===== config.mk =====
export PLATFORM = sky130hd
export DESIGN_NAME = rep_emu_port
export DESIGN_NICKNAME = d
export VERILOG_FILES = /design/src/hw/rep_pkg.sv /design/src/hw/rep_span_decode.sv /design/src/hw/rep_emu_port.sv
export SDC_FILE = /design/constraint.sdc
export NUM_CORES = 1
export LEC_CHECK = 0
export ABC_AREA = 0
export BUFFER_PORTS_ARGS = -buffer_cell sky130_fd_sc_hd__buf_4
export CAP_MARGIN = 20
export CORE_MARGIN = 2
export CORE_UTILIZATION = 50
export CTS_BUF_LIST = sky130_fd_sc_hd__clkbuf_8
export CTS_CLUSTER_DIAMETER = 30
export DETAILED_ROUTE_END_ITERATION = 16
export PLACE_DENSITY = 0.78
export SKIP_CTS_REPAIR_TIMING = 1
export SYNTH_ARGS = -nofsm -noshare
export SYNTH_HDL_FRONTEND = slang
export SYNTH_SLANG_ARGS = --single-unit

===== constraint.sdc =====
create_clock -name SYS_CLK -period 1.62 [get_ports SYS_CLK]
set_clock_uncertainty 0.1 [all_clocks]
set_input_delay 0.324 -clock SYS_CLK [delete_from_list [all_inputs] [get_ports SYS_CLK]]
set_output_delay 0.324 -clock SYS_CLK [all_outputs]
set_load 0.005 [all_outputs]

===== src/hw/rep_pkg.sv =====
// Constants and types for the ROM emulation memory port
// How it works
// - Latch read byte before data strobe rises
// - Drive address during first machine state
// - Output every address, internal or external
// - Address strobe low every first state
// - Address strobe always driven, never floated
// - Data strobe only inside emulated ROM
// - Export system clock on output pin
// - Sync marks last instruction cycle
// - Acknowledge low during interrupt cycle
// - Low four selects active low, top high
// - Decode select code into ROM size
// - Selects can mimic ROM-less strobe behaviour
// - Ports 0 and 1 inputs after reset
// - Selects set internal/external boundary
`default_nettype none
package rep_pkg;
  // ---------------------------------------------------------------
  // Widths
  // ---------------------------------------------------------------
  localparam int REP_AW = 16;
  localparam int REP_DW = 8;
  localparam int REP_SW = 5;
  // ---------------------------------------------------------------
  // Size-select codes, read {top, bit3, bit2, bit1, bit0}
  // ---------------------------------------------------------------
  localparam logic [4:0] REP_SEL_NONE = 5'h0f;
  localparam logic [4:0] REP_SEL_2K = 5'h0e;
  localparam logic [4:0] REP_SEL_4K = 5'h0d;
  localparam logic [4:0] REP_SEL_8K = 5'h0b;
  localparam logic [4:0] REP_SEL_16K = 5'h07;
  localparam logic [4:0] REP_SEL_32K = 5'h1f;
  // ---------------------------------------------------------------
  // ROM limits (first external address)
  // ---------------------------------------------------------------
  localparam logic [16:0] REP_LIM_NONE = 17'h00000;
  localparam logic [16:0] REP_LIM_2K = 17'h00800;
  localparam logic [16:0] REP_LIM_4K = 17'h01000;
  localparam logic [16:0] REP_LIM_8K = 17'h02000;
  localparam logic [16:0] REP_LIM_16K = 17'h04000;
  localparam logic [16:0] REP_LIM_32K = 17'h08000;
  // ---------------------------------------------------------------
  // Reset values
  // ---------------------------------------------------------------
  localparam logic [15:0] REP_RST_ADDR = 16'h0000;
  localparam logic [7:0] REP_RST_DATA = 8'h00;
  localparam logic [7:0] REP_PORT_DIR_IN = 8'h00;
  // Machine cycle phases
  typedef enum logic [3:0] {
    REP_IDLE = 4'b0001,
    REP_T1 = 4'b0010,
    REP_T2 = 4'b0100,
    REP_T3 = 4'b1000
  } rep_phase_e;
endpackage : rep_pkg
`default_nettype wire


===== src/hw/rep_span_decode.sv =====
// Size-select synchroniser and ROM boundary decoder
`default_nettype none
module rep_span_decode
  import rep_pkg::*;
(
  // Clock and reset
  input wire logic clk,
  input wire logic rst_n,
  // Raw select pins
  input wire logic [REP_SW-1:0] sel_raw,
  // Decoded limit
  output logic [16:0] rom_limit
);
  import rep_pkg::*;

  typedef struct packed {
    logic [REP_SW-1:0] s1;
    logic [REP_SW-1:0] s2;
    logic [16:0] lim;
  } rep_dec_s;

  rep_dec_s st_q;
  rep_dec_s st_d;

  // Code to limit; unknown codes give no ROM
  function automatic logic [16:0] rep_limit(input logic [4:0] c);
    case (c)
      REP_SEL_2K: rep_limit = REP_LIM_2K;
      REP_SEL_4K: rep_limit = REP_LIM_4K;
      REP_SEL_8K: rep_limit = REP_LIM_8K;
      REP_SEL_16K: rep_limit = REP_LIM_16K;
      REP_SEL_32K: rep_limit = REP_LIM_32K;
      default: rep_limit = REP_LIM_NONE;
    endcase
  endfunction : rep_limit

  // Two-stage sync then decode
  always_comb begin
    st_d = st_q;
    st_d.s1 = sel_raw;
    st_d.s2 = st_q.s1;
    st_d.lim = rep_limit(st_q.s2);
  end

  // State register; limit held none in reset
  always_ff @(posedge clk) begin
    if (!rst_n) begin
      st_q <= '0;
    end else begin
      st_q <= st_d;
    end
  end

  assign rom_limit = st_q.lim;
endmodule : rep_span_decode
`default_nettype wire


===== src/hw/rep_emu_port.sv =====
// ROM emulation memory port top level
`default_nettype none
module rep_emu_port
  import rep_pkg::*;
(
  // Clock and reset
  input wire logic SYS_CLK,
  input wire logic NRST,
  // Core side
  input wire logic CORE_CYC_START,
  input wire logic [REP_AW-1:0] CORE_ADDR,
  input wire logic CORE_INSTR_LAST,
  input wire logic CORE_IRQ_CYCLE,
  input wire logic CORE_EXT_BUS_FLOAT,
  output logic [REP_DW-1:0] CORE_FETCH_DATA,
  output logic CORE_FETCH_VALID,
  output logic CORE_ADDR_INTERNAL,
  // Emulation memory pins
  input wire logic [REP_DW-1:0] EMU_READ_DATA_IN,
  output logic [REP_AW-1:0] EMU_ADDRESS_OUT,
  output logic MEM_ADDR_STROBE_N,
  output logic MEM_DATA_STROBE_N,
  // Status pins
  output logic SCLK_OUT,
  output logic SYNC_OUT_N,
  output logic IRQ_ACK_CYCLE_N,
  // Size-select pins
  input wire logic ROM_SPAN_SEL_N_BIT0,
  input wire logic ROM_SPAN_SEL_N_BIT1,
  input wire logic ROM_SPAN_SEL_N_BIT2,
  input wire logic ROM_SPAN_SEL_N_BIT3,
  input wire logic ROM_SPAN_SEL_TOP,
  // Port 0 and 1 direction (1 = output)
  output logic [7:0] PORT0_DIR_OUT,
  output logic [7:0] PORT1_DIR_OUT,
  input wire logic PORT_DIR_WE,
  input wire logic [7:0] PORT0_DIR_IN,
  input wire logic [7:0] PORT1_DIR_IN
);
  import rep_pkg::*;

  // ---------------------------------------------------------------
  // State
  // ---------------------------------------------------------------
  typedef struct packed {
    rep_phase_e ph;
    logic [REP_AW-1:0] addr;
    logic internal;
    logic mas_n;
    logic mds_n;
    logic [REP_DW-1:0] d1;
    logic [REP_DW-1:0] d2;
    logic [REP_DW-1:0] fetch;
    logic fvalid;
    logic [1:0] pend;
    logic sync_n;
    logic ack_n;
    logic [7:0] p0dir;
    logic [7:0] p1dir;
  } rep_st_s;

  rep_st_s st_q;
  rep_st_s st_d;
  logic [16:0] rom_limit;

  // Boundary decoder
  rep_span_decode u_dec (
    .clk(SYS_CLK),
    .rst_n(NRST),
    .sel_raw({ROM_SPAN_SEL_TOP, ROM_SPAN_SEL_N_BIT3, ROM_SPAN_SEL_N_BIT2,
              ROM_SPAN_SEL_N_BIT1, ROM_SPAN_SEL_N_BIT0}),
    .rom_limit(rom_limit)
  );

  // Is an address inside the emulated ROM
  function automatic logic rep_inside(input logic [15:0] a,
                                      input logic [16:0] lim);
    rep_inside = ({1'b0, a} < lim);
  endfunction : rep_inside

  // Machine cycle sequencer and pin values
  always_comb begin
    st_d = st_q;
    st_d.fvalid = 1'b0;
    // Read byte is taken once the last strobe-low sample leaves the sync
    st_d.pend = {st_q.pend[0], 1'b0};
    if (st_q.pend[1]) begin
      st_d.fetch = st_q.d2;
      st_d.fvalid = 1'b1;
    end
    st_d.d1 = EMU_READ_DATA_IN;
    st_d.d2 = st_q.d1;
    st_d.sync_n = ~CORE_INSTR_LAST;
    st_d.ack_n = ~CORE_IRQ_CYCLE;
    if (PORT_DIR_WE) begin
      st_d.p0dir = PORT0_DIR_IN;
      st_d.p1dir = PORT1_DIR_IN;
    end
    case (st_q.ph)
      REP_IDLE: begin
        st_d.mas_n = 1'b1;
        st_d.mds_n = 1'b1;
        if (CORE_CYC_START) begin
          st_d.ph = REP_T1;
          st_d.addr = CORE_ADDR;
          st_d.internal = rep_inside(CORE_ADDR, rom_limit);
          st_d.mas_n = 1'b0;
        end
      end
      REP_T1: begin
        st_d.ph = REP_T2;
        st_d.mas_n = 1'b1;
        st_d.mds_n = ~st_q.internal;
      end
      REP_T2: begin
        st_d.ph = REP_T3;
      end
      REP_T3: begin
        st_d.ph = REP_IDLE;
        st_d.mds_n = 1'b1;
        st_d.pend[0] = st_q.internal;
      end
      default: st_d.ph = REP_IDLE;
    endcase
  end

  // State register
  always_ff @(posedge SYS_CLK) begin
    if (!NRST) begin
      st_q.ph <= REP_IDLE;
      st_q.addr <= REP_RST_ADDR;
      st_q.internal <= 1'b0;
      st_q.mas_n <= 1'b1;
      st_q.mds_n <= 1'b1;
      st_q.d1 <= REP_RST_DATA;
      st_q.d2 <= REP_RST_DATA;
      st_q.fetch <= REP_RST_DATA;
      st_q.fvalid <= 1'b0;
      st_q.pend <= 2'b00;
      st_q.sync_n <= 1'b1;
      st_q.ack_n <= 1'b1;
      st_q.p0dir <= REP_PORT_DIR_IN;
      st_q.p1dir <= REP_PORT_DIR_IN;
    end else begin
      st_q <= st_d;
    end
  end

  // Pins; strobe is never floated, bus float input unused here
  assign EMU_ADDRESS_OUT = st_q.addr;
  assign MEM_ADDR_STROBE_N = st_q.mas_n;
  assign MEM_DATA_STROBE_N = st_q.mds_n;
  assign SCLK_OUT = SYS_CLK;
  assign SYNC_OUT_N = st_q.sync_n;
  assign IRQ_ACK_CYCLE_N = st_q.ack_n;
  assign CORE_FETCH_DATA = st_q.fetch;
  assign CORE_FETCH_VALID = st_q.fvalid;
  assign CORE_ADDR_INTERNAL = st_q.internal;
  assign PORT0_DIR_OUT = st_q.p0dir;
  assign PORT1_DIR_OUT = st_q.p1dir;

  // ---------------------------------------------------------------
  // Checks: address phase
  // ---------------------------------------------------------------
  // Start of a machine cycle as the sequencer accepts it
  logic cyc_take;
  assign cyc_take = (st_q.ph == REP_IDLE) && CORE_CYC_START;
endmodule : rep_emu_port
`default_nettype wire


==> results by stage, run 1 <==
Outcome:
- The run finished with clean final reports.

Yosys:
- The average instance in the mapped netlist occupies 10.22 um2.
- Yosys printed 0 warnings.
- After synthesis the netlist holds a flip-flop and latch count of 83.
- Yosys mapped the design onto 30 distinct sky130hd cell types.
- The net count after synthesis is 367.
- The post-synthesis instance area is 3178 um2.
- After technology mapping, the gate count stands at 311.
- The share of the yosys chip area belonging to registers is 0.5228.

Global route:
- After global routing, the most crowded layer is met2.
- The number of global-route vias before repair is 2012.
- The maximum number of pins on one net before global-route repair is 46.
- The fraction of met3 tracks used by global routing is 0.04748.
- For this run, global-route usage on met2 was measured as 0.2611.
- The first global-routing pass estimated 8659 um of wire.
- The met1 layer usage reported by global route is 0.1743.
- The total overflow left after global routing is 0.
- The initial antenna violation count came to 0.
- The total track usage is 0.1554.

Critical path:
- The critical path data arrival time is 1170 ps.
- The worst setup path is of the clk -> out kind.
- The critical-path maximum fanout is 2.
- At the worst endpoint, the required time is 1200 ps.
- The type of element launching the critical path is a clock port.
- The endpoint class of the critical path is an output port.

Power and ir drop:
- Power spread over the standard cell area amounts to 1031 nW/um2.
- IR analysis of the VDD net gives a maximum drop of 0.7123 mV.
- The leakage component of the power is 1.782 nW.

Timing:
- The number of pins exceeding their max-slew limit in the final report was 0.
- Setup violations remaining at the end of the flow were counted as 0.
- The worst-margin pin slew is 479.6 ps.
- The final-layout worst hold slack is 24.11 ps.
- Measured against its own limit, the worst slew margin works out to 0.6798.
- The final count of hold timing violations is 0.

Final layout:
- Registers take 1662 um2.
- In the final layout, the multi-input gates occupy 1126 um2.
- In the final layout, the share of cells above drive strength 1 is 0.3165.
- The most common cell after layout, fill and taps aside is buf_4.
- The repair_antennas step left the layout with diodes totalling 0.
- The area growth from synthesis to layout is 27.80%.
- The library cells used most frequently in the layout, excluding fill and tap cells, are buf_4, dfxtp_1, nand2_1.
- For this run, the post-layout net count is 446.
- The number of inserted filler cells in the final layout is 509.
- Once layout is complete, the cells apart from fillers number 472.

Route:
- The routed wirelength normalized by instance count is 11.37 um.
- The detailed-router iteration count before antenna repair is 4.
- The via density per instance is 4.538.
- The final routed DRC violation total is 0.
- The remaining antenna violation count after routing is 0.
- The detailed-route wire length is 5366 um.
- Detailed routing inserted a total of 2142 vias.
- In this run, the number of DRC markers left after iteration 0 of detailed routing was 56.

Floorplanning:
- The floorplan step defined a die boundary enclosing 7010 um2.
- The cell row count is 29.
- The die boundary height is 83.73 um.
- The horizontal extent of the die is 83.73 um.
- The starting density of the core is 0.5092.
- The top-level port count is 99.
- The core region is 6241 um2.

Clocking:
- TritonCTS built the clock tree.
- The clock-pin slew reported for the worst setup and hold paths after clock tree synthesis is 80 ps.
- Clock latency on the worst-skew pair, taken at its later pin, is 440 ps.

Placement:
- In this run, placement finished with an instance count of 437.
- The congestion estimate from routability-driven global placement came to 0.7420.
- Detailed placement finished with a half-perimeter wire length of 3672 um.
- The number of buffers inserted by port buffering is 97.

Hold path:
- The tightest min-delay check is of the in -> reg type.

Flow run:
- The number of max-cap violations is 0.
## through the flow
step	util	TNS [ps]	area (um2)	setup WS, ps	power [mW]
CTS	0.6255	0	3904	21.49	4.218
finish	0.6508	0	4061	28.67	4.189
global route	0.6508	-1.985	4061	-1.985	4.374
detailed placement	0.5896	0	3680	93.80	2.660
floorplan	-	0	3178	189.1	2.504
global placement	0.5896	0	3680	133.1	2.646
## cell type report
type	instances	area share
multi-input combinational	169	0.2773
sequential	83	0.4091
clock buffer	13	0.04251
inverter	4	0.003697
tap	77	0.02372
clock inverter	7	0.01448
timing repair buffer	119	0.2292
## cell families after synthesis
family,count (synthesis),share of synthesized area
and+or+nand+nor,114,0.2031
adders and majority gates,4,0.01575
muxes,24,0.07559
buffers and inverters,59,0.1228
xor gates and xnor gates,1,0.002756
AOI/OAI and AO/OA,26,0.05709
DFF,83,0.5228
## worst max-delay path, cell delays in order
cell and delay, ps:
clkbuf_8 110, clkbuf_8 120, buf_4 120
## worst paths after layout
kind / start / end / slack, ps / cells after the start
max: SYS_CLK / SCLK_OUT / 30 / 3
min: CORE_ADDR[10] / EMU_ADDRESS_OUT[10] / 20 / 3
max reg2reg: st_q[67] / MEM_DATA_STROBE_N / 100 / 3
min reg2reg: st_d[36] / st_q[36] / 340 / 1
## registers in the layout, summed over array words and instances (netlist names)
register            cells
CORE_ADDR_INTERNAL      1
CORE_FETCH_DATA         8
CORE_FETCH_VALID        1
EMU_ADDRESS_OUT        16
IRQ_ACK_CYCLE_N         1
MEM_ADDR_STROBE_N       1
MEM_DATA_STROBE_N       1
PORT0_DIR_OUT           8
PORT1_DIR_OUT           8
SYNC_OUT_N              1
st_d                    9
st_q                   13
u_dec.rom_limit         5
u_dec.st_d              5
u_dec.st_q              5
## layer usage
| layer | up-vias | part of all wire |
|---|---|---|
| met1 | 956 | 0.43 |
| met4 | 0 | 0.017 |
| met3 | 7 | 0.047 |
| met2 | 53 | 0.51 |
| li1 | 1126 | - |
| met5 | - | 0 |
## cell usage after synthesis (all sizes together)
cell type,n,area share
dfxtp,83,0.52
ha,4,0.016
mux2i,24,0.076
nand2,37,0.044
a21o,1,0.0024
o311ai,1,0.0028
clkbuf,9,0.011
and3,1,0.0020
inv,4,0.0047
nand4,1,0.0020
nand2b,2,0.0039
or4b,1,0.0031
o21ai,2,0.0031
nor2b,25,0.049
xnor2,1,0.0028
nor2,2,0.0024
nand3b,2,0.0047
nand3,2,0.0031
o211ai,1,0.0024
nand4b,3,0.0083
nor4b,1,0.0075
nor3b,4,0.0094
a21oi,4,0.0063
buf,46,0.11
a21boi,17,0.040
and2,30,0.059
nor3,3,0.0047
## where the power goes
part	internal [mW]	total, mW	switching (mW)	leakage (nW)
clock	0.765	1.59	0.824	0.113
sequential	2.13	2.17	0.0424	0.681
combinational	0.271	0.428	0.157	0.988
Power figures use the tool's default switching activity.
==> run 2, diff against run 1 <==
Settings changed: CORE_ASPECT_RATIO from default to 0.75, TNS_END_PERCENT from default to 1.
==> run 2 against run 1 <==
Net effect:
- first-iteration DRC count fell by 27%
- via count rose by 2.0%
- critical path depth did not move
- clock power barely moved
- power rose by 0.30%
- count of clock-buffer cells in the layout did not move
- wire length rose by 1.7%
- combinational power rose by 2%
- global-route usage rose by 0.41 points
- non-clock buffer count fell by 2
==> results by stage, run 2 (synthesis results as in run 1) <==
Outcome:
- The flow ran to the end, and the final reports show no timing, DRC or antenna violations.

Global route:
- The first-pass GRT wire length was 8273 um (-4.5%).
- The number of global-route vias before repair is 1908 (-5.2%).
- The total track usage is 0.1594 (+0.004083).
- The maximum number of pins on one net before global-route repair was 36 (-22%).
- The initial antenna violation count came to 0 (unchanged).
- The total congestion overflow is 0 (unchanged).

Power and ir drop:
- The proportion of total power due to net switching was 0.2435 (-0.0008731).
- The power density over cell area is 1028 nW/um2 (-0.31%).
- The leakage component of the power came to 1.790 nW (+0.42%).
- The sequential cell fraction of total power is 0.517 (about the same).
- The cell-internal power is 3.178 mW (+0.42%).
- The net load switching power is 1.023 mW (about the same).
- The share of total power in the clock network is 0.379 (about the same).
- The maximum VDD drop came to 0.6270 mV (-12%).
- The combinational share of power was 0.104 (+0.002).

Route:
- The detailed-router iteration count before antenna repair was 4 (unchanged).
- The routed wirelength normalized by instance count was 11.52 um (+1.3%).
- The first-iteration detailed-routing DRC count is 41 (-27%).
- The remaining antenna violation count after routing is 0 (unchanged).
- The detailed-route wire length came to 5459 um (+1.7%).
- The number of vias after detailed routing is 2184 (+2.0%).
- The final routed DRC violation total is 0 (unchanged).
- The via density per instance is 4.608 (+1.5%).

Timing:
- The worst-case headroom to the max-slew limit is 0.6670 (-0.01285).
- The final critical-path setup slack was 34.27 ps (+5.601 ps).
- The final count of hold timing violations is 0 (unchanged).
- The worst-margin pin slew is 498.8 ps (+19.25 ps).
- The sum of negative setup slack is 0 ps (unchanged).
- The number of pins exceeding their max-slew limit in the final report was 0 (unchanged).
- Setup repair after global routing left no endpoint under its margin.
- The final setup violation count is 0 (unchanged).

Critical path:
- The worst setup path is captured at an output port.
- The delay of the slowest critical-path stage is 130 ps (about the same).
- Traced cell by cell, the critical path runs through clkbuf_8, clkbuf_8, buf_4.
- The worst reg2reg path endpoint is MEM_DATA_STROBE_N.
- The critical path data arrival time is 1160 ps (about the same).
- The worst setup slack for register-to-register paths was 120 ps (+20 ps).
- The depth of the worst register-to-register path is 3 (unchanged).
- The worst setup path is launched from a clock port.
- In this run the critical register-to-register path is launched from st_q[67].
- The largest delay contributor family on the critical path is buffers and inverters.
- The critical path buffer and inverter count came to 3 (unchanged).
- The cell with the most instances on the worst path is clkbuf_8.
- The critical-path maximum fanout was 2 (unchanged).
- The standard cell with the maximum stage delay on the critical path is buf_4.
- The critical path required time is 1200 ps (about the same).
- By startpoint and endpoint, the worst setup path is classified as clk -> out.

Floorplanning:
- The die area is 7017 um2 (about the same).
- The die boundary height came to 73.05 um (-13%).
- The starting density of the core came to 0.5106 (+0.001331).
- The core area was 6225 um2 (-0.26%).
- The horizontal extent of the die was 96.06 um (+15%).
- The cell row count is 25 (-14%).
- The top-level port count is 99 (unchanged).

Final layout:
- The area growth from synthesis to layout is 28.58%.
- The number of flip-flops under the largest register name was 16 (unchanged).
- The library cell used most frequently in the layout, excluding fill and tap cells, is buf_4.
- The number of inserted filler cells in the final layout is 516 (+1.4%).
- The number of nets in the layout is 444 (-0.45%).
- In the layout the commonest cells are buf_4, dfxtp_1, nand2_1.
- The area occupied by registers was 1664 um2 (+0.15%).
- The share of final-layout standard cells stronger than drive strength 1 is 0.3181 (+0.001610).
- The area taken by multi-input logic gates is 1129 um2 (+0.22%).
- The final cell count without fillers is 474 (+0.42%).
- The diode insertion count for antenna repair was 0 (unchanged).

Hold path:
- The path class of the tightest hold or removal check is in -> reg.
- The sink of the worst hold path is EMU_ADDRESS_OUT[11].
- The count of cells along the worst hold path is 3 (unchanged).
- The startpoint identified for the worst hold timing path is CORE_ADDR[11].

Clocking:
- The later-pin clock latency in the skew report is 450 ps (about the same).
- The clock-pin slew reported for the worst setup and hold paths after clock tree synthesis was 90 ps (about the same).
- The CTS tree is yes.

Placement:
- The number of buffers inserted by port buffering came to 97 (unchanged).
- The HPWL after detailed placement is 3630 um (-1.2%).
- The final weighted congestion in routability-driven placement is 0.7510 (+1.2%).
- The number of cells in the design after placement is 439 (+0.46%).
- The pre-CTS setup slack was 93.89 ps (+0.09670 ps).

Flow run:
- The number of max-cap violations is 0 (unchanged).
[run 2: changes by cell type in the layout (fill, tap and decap cells not counted)]
| cell | delta |
|---|---|
| buf_4 | -5 |
| buf_12 | +2 |
| dfxtp_1 | -2 |
| dfxtp_2 | +2 |
| inv_6 | -2 |
| inv_8 | +2 |
| and2_1 | -1 |
| and2_4 | +1 |
| clkinv_2 | +1 |
| clkinvlp_4 | -1 |
| dlygate4sd3_1 | +1 |
[run 2: worst max path at each step]
| stage | start | endpoint | depth (start not counted) |
|---|---|---|---|
| after floorplan | st_q[67] | MEM_ADDR_STROBE_N | 5 |
| after global placement | st_q[65] | MEM_DATA_STROBE_N | 3 |
| after detailed placement | st_q[65] | MEM_DATA_STROBE_N | 3 |
| after CTS | SYS_CLK | SCLK_OUT | 3 |
| after global routing | st_q[66] | EMU_ADDRESS_OUT[5] | 5 |
| final | SYS_CLK | SCLK_OUT | 3 |
[run 2: worst register-to-register path, stage by stage (launching register included)]
cell and delay, ps:
dfxtp_1 390, or4b_1 600, a21oi_1 160, o311ai_0 130
[run 2: cell type report]
class | count | area share
tap | 81 | 0.02480
inverter | 4 | 0.003674
timing repair buffer | 117 | 0.2309
multi-input combinational | 169 | 0.2762
sequential | 83 | 0.4072
clock buffer | 13 | 0.04225
clock inverter | 7 | 0.01500
[run 2: layer usage]
layer | GRT usage | wire length (um) | vias up
li1 | - | - | 1122
met1 | 0.1708 | 2293 | 985
met2 | 0.2616 | 2696 | 65
met3 | 0.06405 | 349 | 12
met4 | 0.1016 | 120 | 0
met5 | 0 | 0 | -
[run 2: through the flow]
stage	utilization	total power, mW	area (um2)	hold slack (ps)
after detailed placement	0.5936	2.667	3695	304.8
after global routing	0.6565	4.417	4086	8.114
after global placement	0.5936	2.654	3695	304.8
final	0.6565	4.202	4086	13.64
after CTS	0.6300	4.251	3921	-105.3
after floorplan	-	2.504	3178	285.9
[run 2: power by group through the flow]
stage / combinational, mW / clock (mW) / sequential [mW]
after floorplan: 0.252 / 0.0400 / 2.21
after global placement: 0.399 / 0.0400 / 2.22
after detailed placement: 0.407 / 0.0400 / 2.22
after CTS: 0.408 / 1.67 / 2.17
after global routing: 0.483 / 1.75 / 2.18
final: 0.435 / 1.59 / 2.17
==> run 3, diff against run 2 <==
Settings changed: PLACE_DENSITY 0.78 to 0.76, SYNTH_HIERARCHICAL from default to 1.
==> run 3 against run 2 <==
Net effect:
- register-to-register slack about the same
- first-iteration DRC count increased by 17%
- critical endpoint unchanged
- global-route usage increased by 0.44 points
- critical path depth unchanged
- non-clock buffer count decreased by 2
- die area increased by 15%
- flip-flop and latch count unchanged
- count of clock-buffer cells in the layout unchanged
- clock power decreased by 3%
- via count increased by 13%
- area after synthesis increased by 16%
==> results by stage, run 3 <==
Placement:
- The number of buffers inserted by port buffering is 97 (unchanged).
- The HPWL after detailed placement came to 4452 um (+23%).
- The pre-CTS setup slack came to 0.6234 ps (-93.27 ps).
- The final weighted congestion in routability-driven placement is 0.7879 (+4.9%).

Power and ir drop:
- The leakage component of the power is 1.928 nW (+7.7%).
- The maximum VDD drop is 0.6054 mV (-3.4%).
- The power density over cell area is 949.6 nW/um2 (-7.6%).

Critical path:
- The class of the most critical setup path is clk -> out.
- The critical path required time is 1200 ps (about the same).
- The worst setup slack for register-to-register paths is 120 ps (about the same).
- Walking the worst path, the cells encountered are clkbuf_8, clkbuf_8, buf_4.
- The cell with the most instances on the worst path is clkbuf_8.
- The delay of the slowest critical-path stage was 120 ps (about the same).
- The critical path data arrival time is 1160 ps (about the same).
- Among cell families on the critical path, the largest total delay comes from buffers and inverters.
- The depth of the worst register-to-register path is 6 (+3).
- The endpoint identified for the worst register-to-register timing path is CORE_ADDR_INTERNAL.
- For this design, the slowest cell found on the critical path is clkbuf_8.
- The critical-path maximum fanout was 2 (unchanged).
- The worst setup path is captured at an output port.
- In this run the critical register-to-register path is launched from u_dec/rom_limit[12].
- The critical path buffer and inverter count is 3 (unchanged).
- The type of element launching the critical path is a clock port.

Floorplanning:
- The horizontal extent of the die is 103.3 um (+7.5%).
- The die area is 8103 um2 (+15%).
- The die boundary height came to 78.46 um (+7.4%).
- The core area is 7263 um2 (+17%).
- The cell row count is 27 (+8.0%).
- The top-level port count came to 99 (unchanged).
- The starting density of the core is 0.5089 (-0.001681).

Yosys:
- The count of distinct cell types in the synthesized netlist is 45 (+50%).
- The share of the yosys chip area belonging to registers is 0.4496 (-0.07327).
- The post-synthesis instance area came to 3696 um2 (+16%).
- The fraction of registers with async set/reset came to 0 (unchanged).
- The mean area per synthesized cell is 9.936 um2 (-2.8%).
- The number of enable flip-flop cells after synthesis is 0 (unchanged).
- The most instantiated flip-flop cell in the synthesis netlist is dfxtp_1.
- By instance count, the leading cell after synthesis is dfxtp_1.
- The count of mapped cells out of synthesis is 372 (+20%).
- By area the synthesized netlist is led by dfxtp_1, buf_4, mux2i_1, ha_1, and2_1.
- The commonest cells after synthesis are dfxtp_1, buf_4, nand2_1.
- The fraction of post-synthesis cell area in the top cell type by area came to 0.4496 (-0.07327).
- The number of warnings issued by yosys came to 6 (+6).
- The biggest area consumer among synthesized cells is dfxtp_1.
- The flip-flop and latch count after synthesis is 83 (unchanged).

Route:
- The remaining antenna violation count after routing came to 0 (unchanged).
- The routed wirelength normalized by instance count came to 11.83 um (+2.7%).
- The final routed DRC violation total was 0 (unchanged).
- The detailed-router iteration count before antenna repair came to 4 (unchanged).
- The first-iteration detailed-routing DRC count was 48 (+17%).
- The number of vias after detailed routing was 2467 (+13%).
- The detailed-route wire length was 6449 um (+18%).
- The via density per instance came to 4.527 (-1.8%).

Timing:
- The sum of negative setup slack is 0 ps (unchanged).
- The final setup violation count came to 0 (unchanged).
- The number of pins exceeding their max-slew limit in the final report is 0 (unchanged).
- The worst-case headroom to the max-slew limit was 0.6530 (-0.01398).
- The worst-margin pin slew is 519.8 ps (+20.94 ps).
- The final critical-path setup slack is 40.40 ps (+6.130 ps).
- Setup repair after global routing left no endpoint under its margin.
- The final count of hold timing violations was 0 (unchanged).

Clocking:
- The CTS tree is yes.
- The later-pin clock latency in the skew report is 450 ps (about the same).
- The clock-pin slew reported for the worst setup and hold paths after clock tree synthesis came to 80 ps (about the same).

Final layout:
- The diode insertion count for antenna repair is 0 (unchanged).
- The library cells used most frequently in the layout, excluding fill and tap cells, are buf_4, dfxtp_1, nand2_1.
- The number of flip-flops under the largest register name is 16 (unchanged).
- The number of nets in the layout is 506 (+14%).
- The number of inserted filler cells in the final layout is 623 (+21%).
- The area taken by multi-input logic gates is 1484 um2 (+31%).
- The area growth from synthesis to layout is 20.62%.
- The share of final-layout standard cells stronger than drive strength 1 is 0.3131 (-0.005003).
- Leaving out fill and tap cells, the most frequent cell in the layout is buf_4.
- The area occupied by registers is 1662 um2 (-0.15%).

Hold path:
- In this run the worst hold path is classified as in -> reg.
- The sink of the worst hold path is PORT0_DIR_OUT[5].
- The count of cells along the worst hold path came to 3 (unchanged).
- The startpoint identified for the worst hold timing path is PORT0_DIR_IN[5].

Global route:
- The number of global-route vias before repair is 2337 (+22%).
- The total track usage is 0.1638 (+0.004373).
- The maximum number of pins on one net before global-route repair is 31 (-14%).
- The first-pass GRT wire length is 10300 um (+25%).
- The initial antenna violation count was 0 (unchanged).
- The total congestion overflow is 0 (unchanged).

Flow run:
- The number of max-cap violations is 0 (unchanged).

Outcome:
- The run finished with clean final reports.
## run 3: power by group
part | switching, mW | internal [mW]
Sequential | 0.0494 | 2.13
Combinational | 0.212 | 0.301
Clock | 0.791 | 0.750
## run 3: cells by family (layout without fill, tap and decap cells)
logic type               after synthesis  in the layout  share of synthesized area
AND/OR/NAND/NOR                      118            118                     0.1835
flip-flops                            83             83                     0.4496
AO/OA/AOI/OAI                         41             41                    0.09005
adder cells (fa/ha/maj)               15             15                    0.05078
multiplexers                          24             24                    0.06500
other                                  1             12                   0.001015
buffers and inverters                 90            151                     0.1601
## run 3: stage by stage
stage                     power, mW  instances  cell area [um2]    util  hold WS (ps)
after CTS                     4.264        530             4308  0.5931        -88.68
final                         4.233        545             4458  0.6138         30.01
after global placement        2.734        511             4090  0.5631         304.8
after global routing          4.479        545             4458  0.6138         9.042
after detailed placement      2.755        511             4090  0.5631         304.8
after floorplan               2.611        383             3737       -         285.9
## run 3: worst max path at each step
stage	startpoint	end	slack [ps]	cells after the start
after floorplan	u_dec/rom_limit[12]	CORE_ADDR_INTERNAL	180	7
after global placement	CORE_ADDR[1]	CORE_ADDR_INTERNAL	60	5
after detailed placement	CORE_ADDR[10]	CORE_ADDR_INTERNAL	0.6	6
after CTS	SYS_CLK	SCLK_OUT	40	3
after global routing	SYS_CLK	SCLK_OUT	30	3
final	SYS_CLK	SCLK_OUT	40	3
## run 3: per-layer routing
metal | vias up | wire length, um | part of all wire | track usage
li1 | 1277 | - | - | -
met5 | - | 0 | 0 | 0
met4 | 0 | 100 | 0.016 | 0.06974
met2 | 76 | 3135 | 0.49 | 0.2688
met3 | 9 | 461 | 0.071 | 0.06322
met1 | 1105 | 2752 | 0.43 | 0.1894
## run 3: area by class of cell
type                            instances  area share
Tap cell                              101     0.02835
Inverter                               16     0.01347
Clock buffer                           13     0.03873
Multi-Input combinational cell        210      0.3329
Sequential cell                        83      0.3727
Timing Repair Buffer                  115      0.2021
Clock inverter                          7     0.01179
## run 3: worst reg2reg max path: stages, from the launching register on
cell	delay, ps
dfxtp_1	310
inv_1	40
ha_1	300
nand2_1	60
o21a_1	190
a221oi_1	290
a21oi_1	100
